`config.mk`:
```
export PLATFORM = sky130hd
export DESIGN_NAME = trigger_scheduler
export DESIGN_NICKNAME = d
export VERILOG_FILES = /design/src/verilog/tsched_pkg.sv /design/src/verilog/mem_if.sv /design/src/verilog/tsched_mem.sv /design/src/verilog/trigger_scheduler.sv
export SDC_FILE = /design/constraint.sdc
export NUM_CORES = 2
export LEC_CHECK = 0
export BUFFER_PORTS_ARGS = -buffer_cell sky130_fd_sc_hd__buf_2
export CAP_MARGIN = 10
export CORE_UTILIZATION = 50
export DETAILED_ROUTE_END_ITERATION = 8
export PLACE_DENSITY = 0.63
export SYNTH_ARGS = -nofsm -noshare
export SYNTH_HDL_FRONTEND = slang
export SYNTH_SLANG_ARGS = --single-unit
```
`constraint.sdc`:
```
create_clock -name ref_clk_i -period 19.3 [get_ports ref_clk_i]
set_clock_uncertainty 0.1 [all_clocks]
set_input_delay 1.93 -clock ref_clk_i [delete_from_list [all_inputs] [get_ports ref_clk_i]]
set_output_delay 1.93 -clock ref_clk_i [all_outputs]
set_load 0.02 [all_outputs]
```
`src/verilog/tsched_pkg.sv`:
```
// Purpose: shared constants for the trigger scheduler
// Assumes: 32-bit APB data, byte addresses
// Notes: all register offsets are byte addresses
package tsched_pkg;
    localparam int NUM_EV = 8;
    localparam int EV_IDX_W = 3;
    localparam int NUM_FIFO = 4;
    localparam int CMD_DEPTH = 24;
    localparam int CMD_AW = 5;
    localparam int CMD_PER_PERIOD = 24;
    localparam int FIFO_AW = 6;
    localparam int FIFO_WORDS = 40;
    localparam int LVL_W = 5;
    localparam int PTR_W = 4;
    localparam int ADDR_W = 12;
    // register offsets
    localparam logic [ADDR_W-1:0] OFS_CTRL = 12'h000;
    localparam logic [ADDR_W-1:0] OFS_EDGE = 12'h004;
    localparam logic [ADDR_W-1:0] OFS_SRC = 12'h008;
    localparam logic [ADDR_W-1:0] OFS_STATUS = 12'h00c;
    localparam logic [ADDR_W-1:0] OFS_MASK = 12'h010;
    localparam logic [ADDR_W-1:0] OFS_COUNT = 12'h014;
    localparam logic [ADDR_W-1:0] OFS_LEVEL = 12'h018;
    localparam logic [ADDR_W-1:0] OFS_CMP = 12'h020;
    localparam logic [ADDR_W-1:0] OFS_TCFG = 12'h040;
    localparam logic [ADDR_W-1:0] OFS_FIFO = 12'h060;
    localparam logic [ADDR_W-1:0] OFS_CMD = 12'h080;
    // field positions
    localparam int CTRL_EN_BIT = 0;
    localparam int CTRL_MODE_BIT = 1;
    localparam int EDGE_RISE_BIT = 0;
    localparam int EDGE_FALL_BIT = 1;
    localparam int ST_W = 10;
    localparam int ST_OVR_BIT = 8;
    localparam int ST_FOVF_BIT = 9;
    localparam int BUSY_BIT = 31;
    localparam int VALID_BIT = 31;
    localparam int LVL_STRIDE = 8;
    localparam int TCFG_W = 12;
    localparam int TC_PULSE_BIT = 0;
    localparam int TC_CMD_BIT = 1;
    localparam int TC_FIRST_LSB = 2;
    localparam int TC_CNT_LSB = 7;
    localparam int CHAN_W = 5;
    localparam int CMD_W = 9;
    localparam int CMD_CONV_BIT = 5;
    localparam int CMD_DUAL_BIT = 6;
    localparam int CMD_FIFO_LSB = 7;

    typedef enum logic [2:0] {
        SQ_IDLE = 3'b000,
        SQ_FETCH = 3'b001,
        SQ_SEND = 3'b010,
        SQ_WAIT = 3'b011,
        SQ_WR0 = 3'b100,
        SQ_WR1 = 3'b101
    } seq_e;

    // two deep fifos of sixteen, two shallow of four
    function automatic int fifo_depth(input int k);
        return (k < 2) ? 16 : 4;
    endfunction : fifo_depth

    function automatic int fifo_base(input int k);
        return (k < 2) ? k * 16 : 32 + (k - 2) * 4;
    endfunction : fifo_base
endpackage : tsched_pkg

```
`src/verilog/mem_if.sv`:
```
// Purpose: write and read port of a small memory
// Assumes: one write and one registered read per cycle
// Notes: read data arrive one cycle after the address
`timescale 1ns/1ps
interface mem_if #(parameter int AW = 5, parameter int DW = 9);
    logic we;
    logic [AW-1:0] waddr;
    logic [DW-1:0] wdata;
    logic [AW-1:0] raddr;
    logic [DW-1:0] rdata;
    modport ctrl (output we, waddr, wdata, raddr, input rdata);
    modport mem (input we, waddr, wdata, raddr, output rdata);
endinterface : mem_if

```
`src/verilog/tsched_mem.sv`:
```
// Purpose: word memory with registered read data
// Assumes: addresses beyond depth are ignored
// Notes: contents are not reset
`timescale 1ns/1ps
module tsched_mem #(
    parameter int DEPTH = 24,
    parameter int AW = 5,
    parameter int DW = 9
) (
    input wire logic ref_clk_i, // clock
    mem_if.mem bus              // memory port
);
    if (DEPTH > (1 << AW)) begin : g_chk
        $error("depth exceeds address range");
    end
    logic [DW-1:0] ram_q [DEPTH];
    always_ff @(posedge ref_clk_i) begin
        if (bus.we && bus.waddr < AW'(DEPTH)) begin
            ram_q[bus.waddr] <= bus.wdata;
        end
        bus.rdata <= (bus.raddr < AW'(DEPTH)) ? ram_q[bus.raddr] : '0;
    end
endmodule : tsched_mem

```
`src/verilog/trigger_scheduler.sv`:
```
// Purpose: event driven counter that schedules triggers and converter commands
// Assumes: converter handshake signals share ref_clk_i; event pins are asynchronous
// Notes: apb slave, every access answers on the third access cycle
// Operation
// - each input selects rising, falling or both edges
// - triggered mode reloads counter on ORed events
// - eight comparators give eight delayed triggers
// - sequential mode: one comparator after any event
// - trigger gives pulse, commands, or both
// - command holds channel, converter, dual flag, fifo
// - four result fifos: two of 16, two of 4
// - dual conversion writes both results one fifo
// - at most 24 commands per control period
// - next command only after conversion completes
// - trigger can raise an interrupt request
`timescale 1ns/1ps
module trigger_scheduler import tsched_pkg::*; #(
    parameter int CNT_W = 16, // counter and delay width
    parameter int RES_W = 12  // converter result width
) (
    input wire logic ref_clk_i,                // 50 MHz clock
    input wire logic rst_i,                    // async reset, high
    input wire logic psel_i,                   // apb select
    input wire logic penable_i,                // apb enable
    input wire logic pwrite_i,                 // apb write
    input wire logic [ADDR_W-1:0] paddr_i,     // apb byte address
    input wire logic [31:0] pwdata_i,          // apb write data
    output logic [31:0] prdata_o,              // apb read data
    output logic pready_o,                     // apb ready
    output logic pslverr_o,                    // apb error
    input wire logic [NUM_EV-1:0] event_i,     // event pins
    input wire logic [1:0] conv_done_i,        // conversion done per converter
    input wire logic [RES_W-1:0] conv0_data_i, // converter 0 result
    input wire logic [RES_W-1:0] conv1_data_i, // converter 1 result
    output logic [NUM_EV-1:0] trig_o,          // trigger pulses
    output logic cmd_valid_o,                  // command strobe
    output logic [CHAN_W-1:0] cmd_chan_o,      // channel to sample
    output logic cmd_conv_o,                   // converter select
    output logic cmd_dual_o,                   // both converters
    output logic irq_o                         // interrupt level
);
    if (CNT_W < 2 || CNT_W > 24 || RES_W < 1 || RES_W > 24) begin : g_chk
        $error("parameter out of range");
    end

    typedef struct packed {
        logic [NUM_EV-1:0] s1;
        logic [NUM_EV-1:0] s2;
        logic [NUM_EV-1:0] s3;
        logic en;
        logic mode;
        logic [2*NUM_EV-1:0] edge_sel;
        logic [NUM_EV-1:0] src;
        logic [NUM_EV-1:0] fired;
        logic [NUM_EV-1:0] trig;
        logic [NUM_EV-1:0][CNT_W-1:0] cmp;
        logic [NUM_EV-1:0][TCFG_W-1:0] tcfg;
        logic [ST_W-1:0] status;
        logic [ST_W-1:0] mask;
        logic [CNT_W-1:0] cnt;
        logic armed;
        logic [EV_IDX_W-1:0] seq_idx;
        seq_e st;
        logic [CMD_AW-1:0] idx;
        logic [CMD_AW-1:0] left;
        logic [CMD_AW-1:0] per_cnt;
        logic [CMD_W-1:0] cur;
        logic [1:0] seen;
        logic [RES_W-1:0] r0;
        logic [RES_W-1:0] r1;
        logic [NUM_FIFO-1:0][PTR_W-1:0] wp;
        logic [NUM_FIFO-1:0][PTR_W-1:0] rp;
        logic [NUM_FIFO-1:0][LVL_W-1:0] lvl;
        logic acc;
        logic avail;
        logic ready;
        logic err;
        logic [31:0] rdata;
        logic cmd_v;
        logic irq;
    } state_s;

    state_s q;
    state_s d;

    mem_if #(.AW(CMD_AW), .DW(CMD_W)) cmd_bus ();
    mem_if #(.AW(FIFO_AW), .DW(RES_W + 1)) fifo_bus ();

    tsched_mem #(.DEPTH(CMD_DEPTH), .AW(CMD_AW), .DW(CMD_W)) u_cmd_mem (
        .ref_clk_i(ref_clk_i),
        .bus(cmd_bus.mem)
    );
    tsched_mem #(.DEPTH(FIFO_WORDS), .AW(FIFO_AW), .DW(RES_W + 1)) u_fifo_mem (
        .ref_clk_i(ref_clk_i),
        .bus(fifo_bus.mem)
    );

    ////////////////////////////////////////////////////////////////////////////////
    // edge detection, one slice per event input
    logic [NUM_EV-1:0] hit;
    for (genvar g = 0; g < NUM_EV; g++) begin : g_edge
        assign hit[g] = (q.edge_sel[2*g+EDGE_RISE_BIT] & q.s2[g] & ~q.s3[g]) |
                        (q.edge_sel[2*g+EDGE_FALL_BIT] & ~q.s2[g] & q.s3[g]);
    end

    function automatic logic [EV_IDX_W-1:0] lowest(input logic [NUM_EV-1:0] v);
        logic [EV_IDX_W-1:0] r;
        r = '0;
        for (int i = NUM_EV - 1; i >= 0; i--) begin
            if (v[i]) begin
                r = EV_IDX_W'(i);
            end
        end
        return r;
    endfunction : lowest

    logic [1:0] fsel;
    assign fsel = paddr_i[3:2];
    assign cmd_bus.raddr = q.idx;
    assign fifo_bus.raddr = FIFO_AW'(fifo_base(int'(fsel))) + FIFO_AW'(q.rp[fsel]);

    ////////////////////////////////////////////////////////////////////////////////
    // next state
    logic reload;
    logic [NUM_EV-1:0] fire;
    logic [NUM_EV-1:0] cmd_req;
    logic [ST_W-1:0] st_set;
    logic [ST_W-1:0] st_clr;
    logic push;
    logic [1:0] push_f;
    logic [RES_W:0] push_data;
    logic pop;
    logic [NUM_EV-1:0] pulse_en;
    logic [1:0] need;
    logic [1:0] seen_n;

    always_comb begin
        logic [31:0] rv;
        logic [EV_IDX_W-1:0] ri;
        logic [EV_IDX_W-1:0] li;
        rv = '0;
        ri = paddr_i[4:2];
        li = '0;
        d = q;
        st_set = '0;
        st_clr = '0;
        push = 1'b0;
        push_f = q.cur[CMD_FIFO_LSB +: 2];
        push_data = '0;
        pop = 1'b0;
        need = '0;
        seen_n = '0;
        cmd_bus.we = 1'b0;
        cmd_bus.waddr = paddr_i[CMD_AW+1:2];
        cmd_bus.wdata = pwdata_i[CMD_W-1:0];
        fifo_bus.we = 1'b0;
        fifo_bus.waddr = '0;
        fifo_bus.wdata = '0;
        d.s1 = event_i;
        d.s2 = q.s1;
        d.s3 = q.s2;
        d.trig = '0;
        d.cmd_v = 1'b0;
        fire = '0;
        for (int i = 0; i < NUM_EV; i++) begin
            pulse_en[i] = q.tcfg[i][TC_PULSE_BIT];
            cmd_req[i] = 1'b0;
        end

        // counter and comparators
        reload = q.en & (q.mode ? (hit[0] & q.src[0]) : |(hit & q.src));
        if (q.cnt != '1) begin
            d.cnt = q.cnt + 1'b1;
        end
        if (q.en && !q.mode) begin
            for (int i = 0; i < NUM_EV; i++) begin
                fire[i] = !reload && !q.fired[i] && q.cnt == q.cmp[i];
            end
            d.fired = q.fired | fire;
            if (reload) begin
                d.cnt = '0;
                d.fired = '0;
            end
        end else if (q.en && q.mode) begin
            if (q.armed && q.cnt == q.cmp[0]) begin
                fire[q.seq_idx] = 1'b1;
                d.armed = 1'b0;
            end
            if (|(hit & q.src)) begin
                d.cnt = '0;
                d.seq_idx = lowest(hit & q.src);
                d.armed = 1'b1;
            end
        end
        if (reload) begin
            d.per_cnt = '0;
        end
        d.trig = fire & pulse_en;
        st_set[NUM_EV-1:0] = fire;
        for (int i = 0; i < NUM_EV; i++) begin
            cmd_req[i] = fire[i] & q.tcfg[i][TC_CMD_BIT];
        end

        // command sequencer
        if (|cmd_req) begin
            li = lowest(cmd_req);
            if (q.st != SQ_IDLE || (cmd_req & (cmd_req - 1'b1)) != '0) begin
                st_set[ST_OVR_BIT] = 1'b1;
            end
        end
        need = q.cur[CMD_DUAL_BIT] ? 2'b11 : (q.cur[CMD_CONV_BIT] ? 2'b10 : 2'b01);
        seen_n = q.seen | conv_done_i;
        case (q.st)
            SQ_IDLE: begin
                if (|cmd_req && q.tcfg[li][TC_CNT_LSB +: CMD_AW] != '0) begin
                    d.idx = q.tcfg[li][TC_FIRST_LSB +: CMD_AW];
                    d.left = q.tcfg[li][TC_CNT_LSB +: CMD_AW];
                    d.st = SQ_FETCH;
                end
            end
            SQ_FETCH: begin
                d.st = SQ_SEND;
            end
            SQ_SEND: begin
                if (int'(q.per_cnt) >= CMD_PER_PERIOD) begin
                    st_set[ST_OVR_BIT] = 1'b1;
                    d.st = SQ_IDLE;
                end else begin
                    d.cur = cmd_bus.rdata;
                    d.cmd_v = 1'b1;
                    d.seen = '0;
                    d.per_cnt = q.per_cnt + 1'b1;
                    d.st = SQ_WAIT;
                end
            end
            SQ_WAIT: begin
                d.seen = seen_n;
                if (conv_done_i[0]) begin
                    d.r0 = conv0_data_i;
                end
                if (conv_done_i[1]) begin
                    d.r1 = conv1_data_i;
                end
                if ((seen_n & need) == need) begin
                    d.st = SQ_WR0;
                end
            end
            SQ_WR0: begin
                push = 1'b1;
                push_data = (q.cur[CMD_CONV_BIT] && !q.cur[CMD_DUAL_BIT]) ? {1'b1, q.r1} : {1'b0, q.r0};
                if (q.cur[CMD_DUAL_BIT]) begin
                    d.st = SQ_WR1;
                end
            end
            SQ_WR1: begin
                push = 1'b1;
                push_data = {1'b1, q.r1};
            end
            default: begin
                d.st = SQ_IDLE;
            end
        endcase
        if ((q.st == SQ_WR0 && !q.cur[CMD_DUAL_BIT]) || q.st == SQ_WR1) begin
            d.left = q.left - 1'b1;
            d.idx = (int'(q.idx) == CMD_DEPTH - 1) ? '0 : q.idx + 1'b1;
            d.st = (q.left == CMD_AW'(1)) ? SQ_IDLE : SQ_FETCH;
        end

        // apb slave
        d.ready = 1'b0;
        d.err = 1'b0;
        if (psel_i && penable_i && !q.acc && !q.ready) begin
            d.acc = 1'b1;
            d.avail = q.lvl[fsel] != '0;
        end
        if (q.acc) begin
            d.acc = 1'b0;
            d.ready = 1'b1;
            if (paddr_i == OFS_CTRL) begin
                rv[CTRL_EN_BIT] = q.en;
                rv[CTRL_MODE_BIT] = q.mode;
                if (pwrite_i) begin
                    d.en = pwdata_i[CTRL_EN_BIT];
                    d.mode = pwdata_i[CTRL_MODE_BIT];
                end
            end else if (paddr_i == OFS_EDGE) begin
                rv[2*NUM_EV-1:0] = q.edge_sel;
                if (pwrite_i) begin
                    d.edge_sel = pwdata_i[2*NUM_EV-1:0];
                end
            end else if (paddr_i == OFS_SRC) begin
                rv[NUM_EV-1:0] = q.src;
                if (pwrite_i) begin
                    d.src = pwdata_i[NUM_EV-1:0];
                end
            end else if (paddr_i == OFS_STATUS) begin
                rv[ST_W-1:0] = q.status;
                if (pwrite_i) begin
                    st_clr = pwdata_i[ST_W-1:0];
                end
            end else if (paddr_i == OFS_MASK) begin
                rv[ST_W-1:0] = q.mask;
                if (pwrite_i) begin
                    d.mask = pwdata_i[ST_W-1:0];
                end
            end else if (paddr_i == OFS_COUNT) begin
                rv[CNT_W-1:0] = q.cnt;
                rv[BUSY_BIT] = q.st != SQ_IDLE;
            end else if (paddr_i == OFS_LEVEL) begin
                for (int k = 0; k < NUM_FIFO; k++) begin
                    rv[k*LVL_STRIDE +: LVL_W] = q.lvl[k];
                end
            end else if (paddr_i[ADDR_W-1:5] == OFS_CMP[ADDR_W-1:5]) begin
                rv[CNT_W-1:0] = q.cmp[ri];
                if (pwrite_i) begin
                    d.cmp[ri] = pwdata_i[CNT_W-1:0];
                end
            end else if (paddr_i[ADDR_W-1:5] == OFS_TCFG[ADDR_W-1:5]) begin
                rv[TCFG_W-1:0] = q.tcfg[ri];
                if (pwrite_i) begin
                    d.tcfg[ri] = pwdata_i[TCFG_W-1:0];
                end
            end else if (paddr_i[ADDR_W-1:4] == OFS_FIFO[ADDR_W-1:4]) begin
                if (q.avail) begin
                    rv[RES_W:0] = fifo_bus.rdata;
                    rv[VALID_BIT] = 1'b1;
                    pop = !pwrite_i;
                end
            end else if (paddr_i[ADDR_W-1:7] == OFS_CMD[ADDR_W-1:7] &&
                         int'(paddr_i[CMD_AW+1:2]) < CMD_DEPTH) begin
                cmd_bus.we = pwrite_i;
            end else begin
                d.err = 1'b1;
            end
            d.rdata = pwrite_i ? '0 : rv;
        end

        // result fifos
        if (push) begin
            if (int'(q.lvl[push_f]) == fifo_depth(int'(push_f))) begin
                st_set[ST_FOVF_BIT] = 1'b1;
                push = 1'b0;
            end else begin
                fifo_bus.we = 1'b1;
                fifo_bus.waddr = FIFO_AW'(fifo_base(int'(push_f))) + FIFO_AW'(q.wp[push_f]);
                fifo_bus.wdata = push_data;
            end
        end
        for (int k = 0; k < NUM_FIFO; k++) begin
            if (push && push_f == 2'(k)) begin
                d.wp[k] = (int'(q.wp[k]) == fifo_depth(k) - 1) ? '0 : q.wp[k] + 1'b1;
            end
            if (pop && fsel == 2'(k)) begin
                d.rp[k] = (int'(q.rp[k]) == fifo_depth(k) - 1) ? '0 : q.rp[k] + 1'b1;
            end
            d.lvl[k] = q.lvl[k] + LVL_W'(push && push_f == 2'(k)) - LVL_W'(pop && fsel == 2'(k));
        end

        // sticky status, a new event beats a clear in the same cycle
        d.status = (q.status & ~st_clr) | st_set;
        d.irq = |(d.status & d.mask);
    end

    always_ff @(posedge ref_clk_i or posedge rst_i) begin
        if (rst_i) begin
            q <= '0;
        end else begin
            q <= d;
        end
    end

    assign prdata_o = q.rdata;
    assign pready_o = q.ready;
    assign pslverr_o = q.err;
    assign trig_o = q.trig;
    assign cmd_valid_o = q.cmd_v;
    assign cmd_chan_o = q.cur[CHAN_W-1:0];
    assign cmd_conv_o = q.cur[CMD_CONV_BIT];
    assign cmd_dual_o = q.cur[CMD_DUAL_BIT];
    assign irq_o = q.irq;
endmodule : trigger_scheduler

```
==> qor.csv <==
stage,metric,value,unit
yosys,async_reset_ff_share,38.2,%
timing,finalSetupViolCount,0,
setup_path,crit_path_end_kind,flop,
global_routing,grt-ovfl-total,0,
timing,setup_tns,0,ns
die,rows,120,
yosys,ys.flop_type,edfxtp_1,
timing,rsz0062_at_grt,false,
cts,cts.sinks,1226,
final_layout,nFillCells,8338,
setup_path,critical_path_class,in2reg,
status,outcome,"finished, final reports clean",
final_layout,mostFrequentLayoutCells,"edfxtp_1, dfrtp_1, mux2_2",
power,totalPowerFinal,6.22,mW
final_layout,multi_input_area,0.0186,mm^2
placed_design,gp_congestion,0.945,
yosys,synth_top_cell_area_share,40.7,%
placed_design,hpwl,93600,um
cts,ctsHoldBuffers,0,
cts,cts_buffers,133,
cts,cts-resized-gates,0,
power,vdd_ir_drop_max,0.000112,V
yosys,synth.area.top_cells,"edfxtp_1, dfrtp_1, mux4_2, mux2_2, mux2i_1",
global_routing,grt_pass1_vias,32000,
power,leakage,23.5,nW
cts,htreeDepth,4,
yosys,synth.avg_cell_area,15.7,um^2
yosys,netlist_instances,3460,
setup_path,crit_fanout,53,
global_routing,grt_pass1_wl,211000,um
drt,vias,31400,
yosys,yosysWarnings,0,
setup_path,start_kind,primary input,
setup_path,cp.required,19.80,ns
cts,postCtsSetupRepairBufs,0,
global_routing,grt_usage,26.0,%
cts,clk_path_buf_depth,3,
final_layout,drive_above_1_share,28.3,%
global_routing,grt_max_degree,186,
timing,tightestPinTransition,1.16,ns
placed_design,portBuffers,112,
yosys,syn_area,0.0543,mm^2
final_layout,nets,3701,
yosys,synth_top_cell_by_area,edfxtp_1,
flow_run,maxCapViolations,0,
yosys,ys_ff_latch,1226,
die,coreArea,0.107,mm^2
timing,min_period,6.46,ns
die,start_util,50.5,%
timing,finalCritPeriodShare,33.5,%
drt,first_pass_iters,6,
yosys,synth_edf_count,736,
drt,via_per_inst,6.17,
cts,root_buffer,clkbuf_16,
timing,relSlewSlack,22.1,%
die,die_area,0.110,mm^2
power,power.density,103,mW/mm^2
timing,final_hold_viol_count,0,
setup_path,crit_arrival,6.96,ns
die,ios,134,
hold_path,hold_path.class,reg2reg,
drt,wl_per_cell,27.9,um
cts,clk_latency,0.75,ns
drt,antenna_left,0,
die,die_w,331,um
final_layout,final_common_cell,edfxtp_1,
global_routing,antenna_found_initial,8,
die,die_h,331,um
cts,cts_tree,yes,
drt,drc,0,
timing,slew_viol_final,0,
drt,drt-total-wl,142000,um
final_layout,area_growth,11.6,%
final_layout,num_antenna_cells,0,
yosys,synth.distinct_cells,88,
final_layout,regArea,0.0343,mm^2
cts,cts.reportedPaths.clkPinSlew,0.06,ns
drt,drtIter0Drc,2715,
yosys,seq_area_frac_synth,63.1,%
timing,timing.fmax,155,MHz
==> state kept, by name, indices dropped and copies added, names as in the netlist <==
signal / flops
d: 16
u_cmd_mem.ram_q: 216
cmd_conv_o: 1
prdata_o: 27
push_f: 2
pslverr_o: 1
cmd_bus.raddr: 5
cmd_valid_o: 1
cmd_chan_o: 5
u_cmd_mem.bus.rdata: 9
u_fifo_mem.bus.rdata: 13
trig_o: 8
pready_o: 1
irq_o: 1
u_fifo_mem.ram_q: 520
pulse_en: 8
cmd_dual_o: 1
q: 391
==> cell type report <==
| type | count | area share, % |
|---|---|---|
| timing repair buffer | 211 | 2.20 |
| inverter | 99 | 0.626 |
| multi-input combinational | 1905 | 30.7 |
| clock buffer | 184 | 6.08 |
| sequential | 1226 | 56.6 |
| tap | 1403 | 2.90 |
| clock inverter | 61 | 0.886 |
==> cell families after synthesis <==
family	Yosys count	synth area share, %
DFF	1226	63.1
muxes	706	20.3
and+or+nand+nor	629	5.62
AOI/OAI and AO/OA	356	4.46
buffers and inverters	333	2.73
xor gates and xnor gates	166	2.68
adders and majority gates	43	1.04
other	1	0.00691
==> final timing paths <==
kind                                  from                       to  slack (ns)  depth (start not counted)
worst max-delay path            paddr_i[3]  u_fifo_mem.bus.rdata[5]       12.84                          8
worst min-delay path                d[459]                   d[451]        0.25                          0
worst max register to register      q[156]                   q[132]       13.14                         14
worst min register to register      d[459]                   d[451]        0.25                          0
max in group asynchronous            rst_i                   q[283]       15.11                          4
min in group asynchronous            rst_i                   q[114]        1.26                          2
==> report_power, final <==
part | switching, mW | internal [mW] | leakage, nW
combinational | 0.428 | 0.254 | 8.21
clock | 1.04 | 1.43 | 2.06
sequential | 0.104 | 2.96 | 13.2
==> per-stage QoR <==
step	util (%)	hold slack [ns]	instance area (um^2)	worst slack (ns)	cells
5_1_grt	56.4	0.256	60600	12.39	5089
2_1_floorplan	-	0.231	54300	4.22	3464
4_1_cts	56.4	0.245	60500	12.69	5086
3_3_place_gp	52.4	0.231	56300	11.91	4839
6_report	56.4	0.246	60600	12.84	5089
3_5_place_dp	52.5	0.235	56300	11.89	4841
==> layer usage <==
metal  vias up  global-route usage, %  routed length (um)
met4        10                   8.81                4680
met5         -                      0                  57
met1     16500                   35.7               59400
met2      1115                   41.2               67700
li1      13500                      -                   -
met3       291                   5.83                9940
==> synthesized netlist by cell type (all sizes together), types with 44 or more instances <==
| cell | count |
|---|---|
| buf | 112 |
| nor3 | 47 |
| a21oi | 61 |
| edfxtp | 736 |
| nand2 | 182 |
| o22ai | 44 |
| inv | 98 |
| xnor2 | 101 |
| o21ai | 80 |
| dfrtp | 468 |
| mux4 | 284 |
| nor2 | 169 |
| mux2 | 315 |
| clkbuf | 122 |
| xor2 | 65 |
| mux2i | 107 |
==> worst max-delay path: stages <==
cell and delay [ns]:
buf_4 0.58, mux4_4 1.07, buf_4 0.89, buf_4 0.73
mux4_2 0.62, mux4_2 0.58, mux2i_1 0.31, o22ai_1 0.14
No activity file was read; power rests on OpenSTA's default activity.
